## src/vbus_fault_discharge_seq_defines.vh

```
`ifndef VBUS_FAULT_DISCHARGE_SEQ_DEFINES_VH
`define VBUS_FAULT_DISCHARGE_SEQ_DEFINES_VH

// Clock and unit scaling
`define VFD_CLK_NS 8
`define VFD_NS_PER_MS 1000000
`define VFD_NS_PER_US 1000

// Times in their own units
`define VFD_SHUTDOWN_MS 25
`define VFD_UNPLUG_US 20
`define VFD_DISCHARGE_MS 650
`define VFD_TRANSITION_MS 600
`define VFD_REARM_MS 765
`define VFD_FOVP_WIN_MS (`VFD_DISCHARGE_MS + `VFD_REARM_MS)

// Cycle counts: least times round up, longest times round down
`define VFD_SHUTDOWN_CYC ((`VFD_SHUTDOWN_MS * `VFD_NS_PER_MS + `VFD_CLK_NS - 1) / `VFD_CLK_NS)
`define VFD_UNPLUG_CYC ((`VFD_UNPLUG_US * `VFD_NS_PER_US - 1) / `VFD_CLK_NS)
`define VFD_DISCHARGE_CYC ((`VFD_DISCHARGE_MS * `VFD_NS_PER_MS) / `VFD_CLK_NS)
`define VFD_TRANSITION_CYC ((`VFD_TRANSITION_MS * `VFD_NS_PER_MS) / `VFD_CLK_NS)
`define VFD_REARM_CYC ((`VFD_REARM_MS * `VFD_NS_PER_MS + `VFD_CLK_NS - 1) / `VFD_CLK_NS)
`define VFD_FOVP_WIN_CYC ((`VFD_FOVP_WIN_MS * `VFD_NS_PER_MS) / `VFD_CLK_NS)

// Widths and small constants
`define VFD_TMR_W 28
`define VFD_TMR_ONE 28'h0000001
`define VFD_TMR_ZERO 28'h0000000
`define VFD_SYNC_W 16
`define VFD_STRAP_SETTLE 2'h3
`define VFD_RETRY_MAX 8'hff
`define VFD_SEL5_A 1'h0
`define VFD_SEL5_B 1'h0

// Fault cause codes
`define VFD_CAUSE_NONE 4'h0
`define VFD_CAUSE_HRRX 4'h1
`define VFD_CAUSE_UNPLUG 4'h2
`define VFD_CAUSE_OTEMP 4'h3
`define VFD_CAUSE_LOWV 4'h4
`define VFD_CAUSE_HIGHV 4'h5
`define VFD_CAUSE_UNEXP 4'h6
`define VFD_CAUSE_TRANS 4'h7
`define VFD_CAUSE_SOFTRST 4'h8
`define VFD_CAUSE_REQTO 4'h9
`define VFD_CAUSE_DISFAIL 4'ha
`define VFD_CAUSE_FOVP 4'hb
`define VFD_CAUSE_OCP 4'hc
`define VFD_CAUSE_GATEDIS 4'hd
`define VFD_CAUSE_SUPOVP 4'he

`endif

```

## src/vfd_sync2.v

```verilog
`timescale 1ns/100ps
// Two-flop synchroniser for a vector of independent levels
module vfd_sync2 #(
  parameter WIDTH = 1
) (
  input wire clk,
  input wire rst_n,
  input wire [WIDTH-1:0] asyncIn,
  output reg [WIDTH-1:0] syncOut
);

  reg [WIDTH-1:0] stage1;

  always @(posedge clk) begin
    if (!rst_n) begin
      stage1 <= {WIDTH{1'h0}};
      syncOut <= {WIDTH{1'h0}};
    end else begin
      stage1 <= asyncIn;
      syncOut <= stage1;
    end
  end

endmodule

```

## src/vbus_fault_discharge_seq.v

```verilog
`timescale 1ns/100ps
// Operation
// - Slow fault: keep FET gate on until VBUS below 5V slow overvoltage level.
// - Fast fault: release FET gate at once and start connector-side discharge on the same clock edge.
// - Both fault classes apply weak bleed and supply bleed current during shutdown.
// - Received hard reset is slow fault, 25-35 ms delay; unplug under 20 us.
// - Overtemp, alarms outside transition, odd message in transition, 600 ms transition miss send reset.
// - Soft reset not accepted or request deadline missed: slow fault with reset.
// - VBUS failing to reach 0.725 V after a fault: slow fault with reset.
// - Fast overvoltage, overcurrent after first message, gate-disable fall: fast fault.
// - VBUS below present-fall threshold counts as overcurrent.
// - Hard reset of a slow fault is sent when the shutdown delay starts.
// - After delay, select 5 V on both lines and turn on full discharge.
// - At 5V slow overvoltage level release gate; full discharge to 0.725 V.
// - Discharge not done in 650 ms: send hard reset and restart.
// - Fast shutdown draws supply bleed once the gate output is off.
// - Supply above fast overvoltage too long: overvoltage event, repeat procedure.
// - Failed discharge is a slow fault; repeat until it succeeds.
// - After discharge below 0.725 V wait 0.765 s before sourcing again.
// - Voltage strap change sends nothing; strap sampled before each capabilities message.
// - Any power-halving input change recalculates and resends capabilities.
// - Current-limit strap sampled once after reset and latched.
// - 12/20 V variant: voltage and current straps pick the advertised set.
// - 9/15 V variant: same strap selection with 9 and 15 V.
`include "vbus_fault_discharge_seq_defines.vh"

module vbus_fault_discharge_seq #(
  parameter [`VFD_TMR_W-1:0] SHUTDOWN_CYC = `VFD_SHUTDOWN_CYC,
  parameter [`VFD_TMR_W-1:0] DISCHARGE_CYC = `VFD_DISCHARGE_CYC,
  parameter [`VFD_TMR_W-1:0] TRANSITION_CYC = `VFD_TRANSITION_CYC,
  parameter [`VFD_TMR_W-1:0] REARM_CYC = `VFD_REARM_CYC,
  parameter [`VFD_TMR_W-1:0] FOVP_WIN_CYC = `VFD_FOVP_WIN_CYC
) (
  input wire clk,
  input wire rst_n,
  input wire hardResetRcvd,
  input wire cableUnplug,
  input wire softResetFail,
  input wire requestTimeout,
  input wire unexpectedMsg,
  input wire transitionActive,
  input wire firstMsgSent,
  input wire sourceRequest,
  input wire reqSelectA,
  input wire reqSelectB,
  input wire capsRequest,
  input wire overTemp,
  input wire lowVoltAlarm,
  input wire highVoltAlarm,
  input wire fastOvpFlag,
  input wire overCurrentFlag,
  input wire vbusBelowPresent,
  input wire gateDisableInput,
  input wire vbusBelowSovp,
  input wire vbusBelowSafe,
  input wire supplyAboveFovp,
  input wire powerHalvingInput,
  input wire midVoltageStrap12,
  input wire midVoltageStrap9,
  input wire currentLimitStrapDirect,
  input wire currentLimitStrapHigh,
  input wire variantNineFifteen,
  output reg fetGateDrive,
  output reg dischargeBleed,
  output reg dischargeFull,
  output reg supplyBleed,
  output reg supplySelectA,
  output reg supplySelectB,
  output reg hardResetTx,
  output reg sourceAllowed,
  output reg capsSend,
  output reg advMid,
  output reg advHigh,
  output reg advHalfPower,
  output reg currentLimit3A,
  output reg [3:0] faultCause,
  output reg [7:0] retryCount
);

  localparam [5:0] ST_IDLE = 6'h01;
  localparam [5:0] ST_SHUT = 6'h02;
  localparam [5:0] ST_SLOW = 6'h04;
  localparam [5:0] ST_FIN = 6'h08;
  localparam [5:0] ST_FAST = 6'h10;
  localparam [5:0] ST_WAIT = 6'h20;
  localparam [`VFD_TMR_W-1:0] UNPLUG_CYC = `VFD_UNPLUG_CYC;

  ////////////////////////////////////////////////////////////////////////////
  // Input synchronisation

  wire [`VFD_SYNC_W-1:0] syncVec;
  wire sOverTemp;
  wire sLowAlarm;
  wire sHighAlarm;
  wire sFastOvp;
  wire sOverCurrent;
  wire sBelowPresent;
  wire sGateDisable;
  wire sBelowSovp;
  wire sBelowSafe;
  wire sSupplyHigh;
  wire sHalving;
  wire sStrap12;
  wire sStrap9;
  wire sLimitDirect;
  wire sLimitHigh;
  wire sVariant;

  vfd_sync2 #(
    .WIDTH(`VFD_SYNC_W)
  ) inputSync (
    .clk(clk),
    .rst_n(rst_n),
    .asyncIn({overTemp, lowVoltAlarm, highVoltAlarm, fastOvpFlag, overCurrentFlag,
      vbusBelowPresent, gateDisableInput, vbusBelowSovp, vbusBelowSafe,
      supplyAboveFovp, powerHalvingInput, midVoltageStrap12, midVoltageStrap9,
      currentLimitStrapDirect, currentLimitStrapHigh, variantNineFifteen}),
    .syncOut(syncVec)
  );

  assign {sOverTemp, sLowAlarm, sHighAlarm, sFastOvp, sOverCurrent, sBelowPresent,
    sGateDisable, sBelowSovp, sBelowSafe, sSupplyHigh, sHalving, sStrap12,
    sStrap9, sLimitDirect, sLimitHigh, sVariant} = syncVec;

  ////////////////////////////////////////////////////////////////////////////
  // Fault classification

  reg [5:0] state;
  reg [`VFD_TMR_W-1:0] timer;
  reg [`VFD_TMR_W-1:0] ovpTimer;
  reg [`VFD_TMR_W-1:0] transTimer;
  reg gateDisPrev;
  reg [3:0] slowCause;
  reg slowTx;
  reg [3:0] fastCause;
  wire gateDisFall;
  wire transTimeout;
  wire slowFault;
  wire fastFault;
  wire timerDone;
  wire ovpDone;

  assign gateDisFall = gateDisPrev & ~sGateDisable;
  assign transTimeout = transitionActive & (transTimer == `VFD_TMR_ONE);
  assign timerDone = (timer == `VFD_TMR_ONE);
  assign ovpDone = sSupplyHigh & (ovpTimer == `VFD_TMR_ONE);

  // Reset-sending causes outrank the silent ones so a hard reset is never lost
  always @* begin
    slowCause = `VFD_CAUSE_NONE;
    slowTx = 1'h1;
    if (sOverTemp) begin
      slowCause = `VFD_CAUSE_OTEMP;
    end else if (sLowAlarm & ~transitionActive) begin
      slowCause = `VFD_CAUSE_LOWV;
    end else if (sHighAlarm & ~transitionActive) begin
      slowCause = `VFD_CAUSE_HIGHV;
    end else if (unexpectedMsg & transitionActive) begin
      slowCause = `VFD_CAUSE_UNEXP;
    end else if (transTimeout) begin
      slowCause = `VFD_CAUSE_TRANS;
    end else if (softResetFail) begin
      slowCause = `VFD_CAUSE_SOFTRST;
    end else if (requestTimeout) begin
      slowCause = `VFD_CAUSE_REQTO;
    end else if (hardResetRcvd) begin
      slowCause = `VFD_CAUSE_HRRX;
      slowTx = 1'h0;
    end else if (cableUnplug) begin
      slowCause = `VFD_CAUSE_UNPLUG;
      slowTx = 1'h0;
    end
  end

  always @* begin
    fastCause = `VFD_CAUSE_NONE;
    if (sFastOvp) begin
      fastCause = `VFD_CAUSE_FOVP;
    end else if ((sOverCurrent | sBelowPresent) & firstMsgSent) begin
      fastCause = `VFD_CAUSE_OCP;
    end else if (gateDisFall) begin
      fastCause = `VFD_CAUSE_GATEDIS;
    end
  end

  assign slowFault = (slowCause != `VFD_CAUSE_NONE);
  assign fastFault = (fastCause != `VFD_CAUSE_NONE);

  ////////////////////////////////////////////////////////////////////////////
  // Shutdown and discharge sequencer

  always @(posedge clk) begin
    if (!rst_n) begin
      state <= ST_IDLE;
      timer <= `VFD_TMR_ZERO;
      ovpTimer <= `VFD_TMR_ZERO;
      transTimer <= TRANSITION_CYC;
      gateDisPrev <= 1'h0;
      fetGateDrive <= 1'h0;
      dischargeBleed <= 1'h0;
      dischargeFull <= 1'h0;
      supplyBleed <= 1'h0;
      supplySelectA <= `VFD_SEL5_A;
      supplySelectB <= `VFD_SEL5_B;
      hardResetTx <= 1'h0;
      sourceAllowed <= 1'h1;
      faultCause <= `VFD_CAUSE_NONE;
      retryCount <= 8'h00;
    end else begin
      hardResetTx <= 1'h0;
      gateDisPrev <= sGateDisable;
      if (state == ST_IDLE && transitionActive) begin
        transTimer <= transTimer - `VFD_TMR_ONE;
      end else begin
        transTimer <= TRANSITION_CYC;
      end
      case (state)
        ST_IDLE: begin
          fetGateDrive <= sourceRequest & sourceAllowed;
          supplySelectA <= reqSelectA;
          supplySelectB <= reqSelectB;
          dischargeBleed <= 1'h0;
          dischargeFull <= 1'h0;
          supplyBleed <= 1'h0;
          if (slowFault) begin
            state <= ST_SHUT;
            timer <= (slowCause == `VFD_CAUSE_UNPLUG) ? UNPLUG_CYC : SHUTDOWN_CYC;
            hardResetTx <= slowTx;
            sourceAllowed <= 1'h0;
            dischargeBleed <= 1'h1;
            supplyBleed <= 1'h1;
            faultCause <= slowCause;
          end
        end
        ST_SHUT: begin
          timer <= timer - `VFD_TMR_ONE;
          if (timerDone) begin
            state <= ST_SLOW;
            timer <= DISCHARGE_CYC;
            supplySelectA <= `VFD_SEL5_A;
            supplySelectB <= `VFD_SEL5_B;
            dischargeFull <= 1'h1;
          end
        end
        ST_SLOW: begin
          timer <= timer - `VFD_TMR_ONE;
          if (sBelowSovp) begin
            state <= ST_FIN;
            fetGateDrive <= 1'h0;
          end else if (timerDone) begin
            state <= ST_SHUT;
            timer <= SHUTDOWN_CYC;
            hardResetTx <= 1'h1;
            dischargeFull <= 1'h0;
            faultCause <= `VFD_CAUSE_DISFAIL;
            retryCount <= (retryCount == `VFD_RETRY_MAX) ? retryCount : retryCount + 8'h01;
          end
        end
        ST_FIN: begin
          timer <= timer - `VFD_TMR_ONE;
          if (sBelowSafe) begin
            state <= ST_WAIT;
            timer <= REARM_CYC;
            dischargeFull <= 1'h0;
            dischargeBleed <= 1'h0;
            supplyBleed <= 1'h0;
          end else if (timerDone) begin
            state <= ST_SHUT;
            timer <= SHUTDOWN_CYC;
            hardResetTx <= 1'h1;
            dischargeFull <= 1'h0;
            faultCause <= `VFD_CAUSE_DISFAIL;
            retryCount <= (retryCount == `VFD_RETRY_MAX) ? retryCount : retryCount + 8'h01;
          end
        end
        ST_FAST: begin
          timer <= timer - `VFD_TMR_ONE;
          // Bleed waits for the registered gate to be seen off, so the
          // supply is never loaded while it still feeds the connector
          supplyBleed <= ~fetGateDrive;
          if (sSupplyHigh) begin
            ovpTimer <= ovpTimer - `VFD_TMR_ONE;
          end else begin
            ovpTimer <= FOVP_WIN_CYC;
          end
          if (ovpDone) begin
            timer <= DISCHARGE_CYC;
            ovpTimer <= FOVP_WIN_CYC;
            hardResetTx <= 1'h1;
            faultCause <= `VFD_CAUSE_SUPOVP;
            retryCount <= (retryCount == `VFD_RETRY_MAX) ? retryCount : retryCount + 8'h01;
          end else if (sBelowSafe & ~sSupplyHigh) begin
            state <= ST_WAIT;
            timer <= REARM_CYC;
            dischargeFull <= 1'h0;
            dischargeBleed <= 1'h0;
            supplyBleed <= 1'h0;
          end else if (timerDone & ~sBelowSafe) begin
            state <= ST_SHUT;
            timer <= SHUTDOWN_CYC;
            hardResetTx <= 1'h1;
            dischargeFull <= 1'h0;
            faultCause <= `VFD_CAUSE_DISFAIL;
            retryCount <= (retryCount == `VFD_RETRY_MAX) ? retryCount : retryCount + 8'h01;
          end
        end
        ST_WAIT: begin
          timer <= timer - `VFD_TMR_ONE;
          if (timerDone) begin
            state <= ST_IDLE;
            sourceAllowed <= 1'h1;
          end
        end
        default: begin
          state <= ST_IDLE;
        end
      endcase
      // Fast faults preempt any slow step; a fast shutdown already running
      // handles its own repeats
      if (fastFault && state != ST_FAST) begin
        state <= ST_FAST;
        fetGateDrive <= 1'h0;
        dischargeFull <= 1'h1;
        dischargeBleed <= 1'h1;
        supplyBleed <= 1'h0;
        supplySelectA <= `VFD_SEL5_A;
        supplySelectB <= `VFD_SEL5_B;
        hardResetTx <= 1'h1;
        sourceAllowed <= 1'h0;
        timer <= DISCHARGE_CYC;
        ovpTimer <= FOVP_WIN_CYC;
        faultCause <= fastCause;
      end
    end
  end

  ////////////////////////////////////////////////////////////////////////////
  // Strap latch and capabilities

  reg [1:0] strapCnt;
  reg strapLatched;
  reg limitDirect;
  reg halvingPrev;
  wire voltStrap;

  // Only one variant's strap is wired in a given build; the tie picks it
  assign voltStrap = sVariant ? sStrap9 : sStrap12;

  always @(posedge clk) begin
    if (!rst_n) begin
      strapCnt <= 2'h0;
      strapLatched <= 1'h0;
      limitDirect <= 1'h0;
      currentLimit3A <= 1'h0;
      halvingPrev <= 1'h0;
      capsSend <= 1'h0;
      advMid <= 1'h0;
      advHigh <= 1'h0;
      advHalfPower <= 1'h0;
    end else begin
      capsSend <= 1'h0;
      halvingPrev <= sHalving;
      if (!strapLatched) begin
        // Wait for the synchroniser to fill before trusting the strap
        if (strapCnt == `VFD_STRAP_SETTLE) begin
          strapLatched <= 1'h1;
          limitDirect <= sLimitDirect;
          currentLimit3A <= sLimitHigh;
        end else begin
          strapCnt <= strapCnt + 2'h1;
        end
      end else if (capsRequest || (sHalving != halvingPrev)) begin
        advMid <= ~voltStrap;
        advHigh <= limitDirect;
        advHalfPower <= ~sHalving;
        capsSend <= 1'h1;
      end
    end
  end

endmodule

```

## config.mk

```make
export PLATFORM = sky130hd
export DESIGN_NAME = vbus_fault_discharge_seq
export DESIGN_NICKNAME = d
export VERILOG_FILES = /design/src/vfd_sync2.v /design/src/vbus_fault_discharge_seq.v
export VERILOG_INCLUDE_DIRS = /design/src
export SDC_FILE = /design/constraint.sdc
export NUM_CORES = 1
export LEC_CHECK = 0
export ABC_AREA = 1
export BUFFER_PORTS_ARGS = -buffer_cell sky130_fd_sc_hd__buf_2
export CAP_MARGIN = 5
export CORE_MARGIN = 10
export CORE_UTILIZATION = 60
export DETAILED_ROUTE_END_ITERATION = 10
export PLACE_DENSITY_LB_ADDON = 0.2
export SLEW_MARGIN = 20
export SYNTH_ARGS = -nofsm -noshare
export SYNTH_HDL_FRONTEND = slang
export SYNTH_SLANG_ARGS = --single-unit
```

## constraint.sdc

```tcl
create_clock -name clk -period 2.8 [get_ports clk]
set_input_delay 0.28 -clock clk [delete_from_list [all_inputs] [get_ports clk]]
set_output_delay 0.28 -clock clk [all_outputs]
set_load 0.1 [all_outputs]
```

==> metrics <==
Syn Area/Cell=around 6.5 sq um; number of synthesized flops with an enable pin=0; Arrival @ worst endpoint=2.75 ns; final setup vio count=0; RR Startpoint=timer[24]; count of cell types in the netlist=49; mapped cell area=about 8600 sq um; DP Cell Count=1540; first-pass GRT wire length=38200 microns; final net count=roughly 1.4k; worst-path fanout max=12; PwrDens=757 nW/um^2; Max Clock Freq=414 MHz; internal cell power=0.00437 W; Die Height=140 microns; Hold Buf Count CTS=0; commonest non-fill, non-tap cell in the layout=nand2_1; via density per instance=about 5.4; DRC viols=0; Total GRT Usage=0.234; status=finished, final reports clean; Clock Latency Late Sink=0.44 ns; Worst setup EP type=register; CP required=around 3.1 ns; largest net degree at the start of global routing=70; most frequent cells in the layout=nand2_1, nor2_1, inv_1; post-place setup slack=about 0.48 ns; Switch Pwr=0.00290 W; ANT nets after route=0; worst-margin pin slew=0.704 ns; Layout area overhead=11.6%; hpwl dp=roughly 17000 microns; RR Endpoint=timer[3]; worst hold path cell count=3; share of cells above drive strength 1=0.128; Seq/Total Area, Yosys=0.356; drt first-iter violations=between 700 and 800; max-cap violations=0; # IOs=54; post-cts sizing count=0; Port Buffers=53; switching part of the total=0.399; GRT overflow=0; fin crit period=2.42 ns; critical path launch point type=register; final core utilization=0.686; # Post-CTS Setup Buffers=0; Post-Route Setup TNS=0 ns; worst-path cell chain=nor2_1 > nand2_1 > nor2_1 > nand3_2 > nor2_8 > inv_1 > nand2_1 > nand4_1 > a21oi_1 > nor2_1 > nor2_1 > nor2_1; clock buffer depth=2; Final Max Tran Viols=0; routed wire length=23300 microns; cts bufs inserted=17; Most common cell on crit path=nor2_1; drt pass-1 iters=5; Worst path max stage delay=0.32 ns; RSZ-0062 raised after global routing=no; CTS tree=done; leakage=4.76 nW; routed length per instance=14.8 microns; Slowest-stage cell, CP=dfxtp_1; Die Area=slightly below 20000 sq um; Post-Syn Instances=1327; Core Rows=43; path type of the worst setup path=register to register; syn nets=1364; initial antenna violation count=0; H-tree depth=4; final setup margin=0.382 ns; Antenna Cells=0; length in cells of the worst reg-to-reg path=12; Max VDD drop=747 uV; vias=8542; #FFs+latches synth=153; worst rel slew slack=0.530; clock sink count=153; clk_skew=a little over 0.008 ns; Die X=~140 microns; worst min-delay path category=input pin to register; vias in the first global route=7985; Design Power=0.00727 W; Clock power frac=0.331; Root Driver=clkbuf_16; RePlAce Congestion=between 1 and 1.5; Worst Hold End=inputSync.stage1[3]; Post-synth ARST share=0; Final Hold Fails=0; fin crit share=0.864; Starting Density=0.615; hold path startpoint=midVoltageStrap9; Core Footprint=about 14000 sq um; number of synthesis warnings=0; reg-to-reg slack, setup=0.38 ns; Clock transition at path regs=0.07 ns; fin cells=1572; Fill cells=1287; Comb pwr share=0.312; Top FF cell, synth=dfxtp_1; part of the power in registers=0.356
==> critical path: cells and delay by family, from the launching register on <==
family	cells	cell delay, ns
flip-flops	1	0.32
buffers and inverters	1	0.16
AO/OA/AOI/OAI	1	0.27
AND/OR/NAND/NOR	10	1.54
==> through the flow <==
stage / hold slack [ns] / area, sq um
3_3_place_gp: 0.393 / 8990
5_1_grt: 0.0169 / 9600
4_1_cts: 0.0103 / 9600
3_5_place_dp: 0.398 / 8990
6_report: 0.0186 / 9600
2_1_floorplan: 0.378 / 8600
==> cell type report <==
| cell class | count | area [sq um] | share of cell area |
|---|---|---|---|
| clock inverters | 14 | 181 | 0.0189 |
| flip-flops and latches | 153 | 3060 | 0.319 |
| repair buffers | 60 | 318 | 0.0331 |
| clock buffers | 18 | 429 | 0.0447 |
| inverters | 205 | 772 | 0.0804 |
| multi-input cells | 942 | 4610 | 0.480 |
| well taps | 180 | 225 | 0.0235 |
==> state kept, by name, indices dropped and copies added (netlist names), 2 cells and up <==
register           count
faultCause             4
inputSync.stage1      16
inputSync.syncOut     16
ovpTimer              28
retryCount             8
state                  6
strapCnt               2
timer                 28
transTimer            28
==> worst max path at each step <==
stage	to	start	slack, ns	cells after the start
after CTS	timer[3]	timer[1]	0.49	13
after global placement	timer[21]	timer[1]	0.48	13
after floorplan	retryCount[2]	retryCount[0]	0.37	12
after global routing	timer[21]	timer[1]	0.20	13
after detailed placement	timer[3]	timer[1]	0.48	13
final	timer[3]	timer[24]	0.38	12
==> cell families after synthesis <==
family / share of synthesized area
XOR/XNOR: 0.0295
AO/OA/AOI/OAI: 0.115
flip-flops: 0.356
adder cells (fa/ha/maj): 0.0116
AND/OR/NAND/NOR: 0.379
buffers and inverters: 0.108
multiplexers: 0.00131
==> synthesized netlist by cell type, types with 2 or more instances <==
cell type / number / area, sq um
ha_1: 8 / 100
a21oi_2: 3 / 26.3
a21boi_0: 2 / 15.0
nor3_2: 3 / 30.0
o21ai_0: 53 / 265
nand3_1: 85 / 425
nand2_2: 9 / 56.3
nand4_1: 31 / 194
inv_2: 20 / 75.1
and2_1: 3 / 18.8
o21a_1: 6 / 45.0
o22ai_1: 3 / 18.8
or2_2: 2 / 12.5
nand3b_1: 4 / 30.0
buf_1: 2 / 7.51
a211oi_1: 3 / 22.5
buf_6: 5 / 56.3
a21oi_1: 84 / 420
o21ai_1: 13 / 65.1
clkbuf_1: 14 / 52.6
nand2_1: 284 / 1070
a31oi_1: 9 / 56.3
nor3_1: 24 / 120
buf_4: 3 / 22.5
nor4_1: 5 / 31.3
xnor2_1: 3 / 26.3
nand2_4: 6 / 67.6
nor2_4: 6 / 67.6
inv_1: 184 / 691
nor2_2: 24 / 150
nor2_1: 223 / 837
dfxtp_1: 153 / 3060
xor2_1: 26 / 228
nand3_2: 7 / 70.1
buf_2: 3 / 15.0
==> layer usage <==
metal | track usage | up-vias | share of wire | routed length, microns
met3 | 0.0636 | 50 | 0.083 | 1920
li1 | - | 4321 | - | -
met2 | 0.382 | 340 | 0.46 | 10700
met4 | 0.0918 | 0 | 0.022 | 507
met5 | 0 | - | 0 | 0
met1 | 0.287 | 3831 | 0.43 | 10100
==> power by group through the flow <==
stage,Sequential [W],Combinational (W),Clock [W]
after detailed placement,0.00263,0.00222,0
final,0.00259,0.00227,0.00241
after global routing,0.00261,0.00252,0.00252
after CTS,0.00258,0.00224,0.00242
after global placement,0.00262,0.00221,0
after floorplan,0.00290,0.00146,0
No activity file was read; power rests on OpenSTA's default activity.
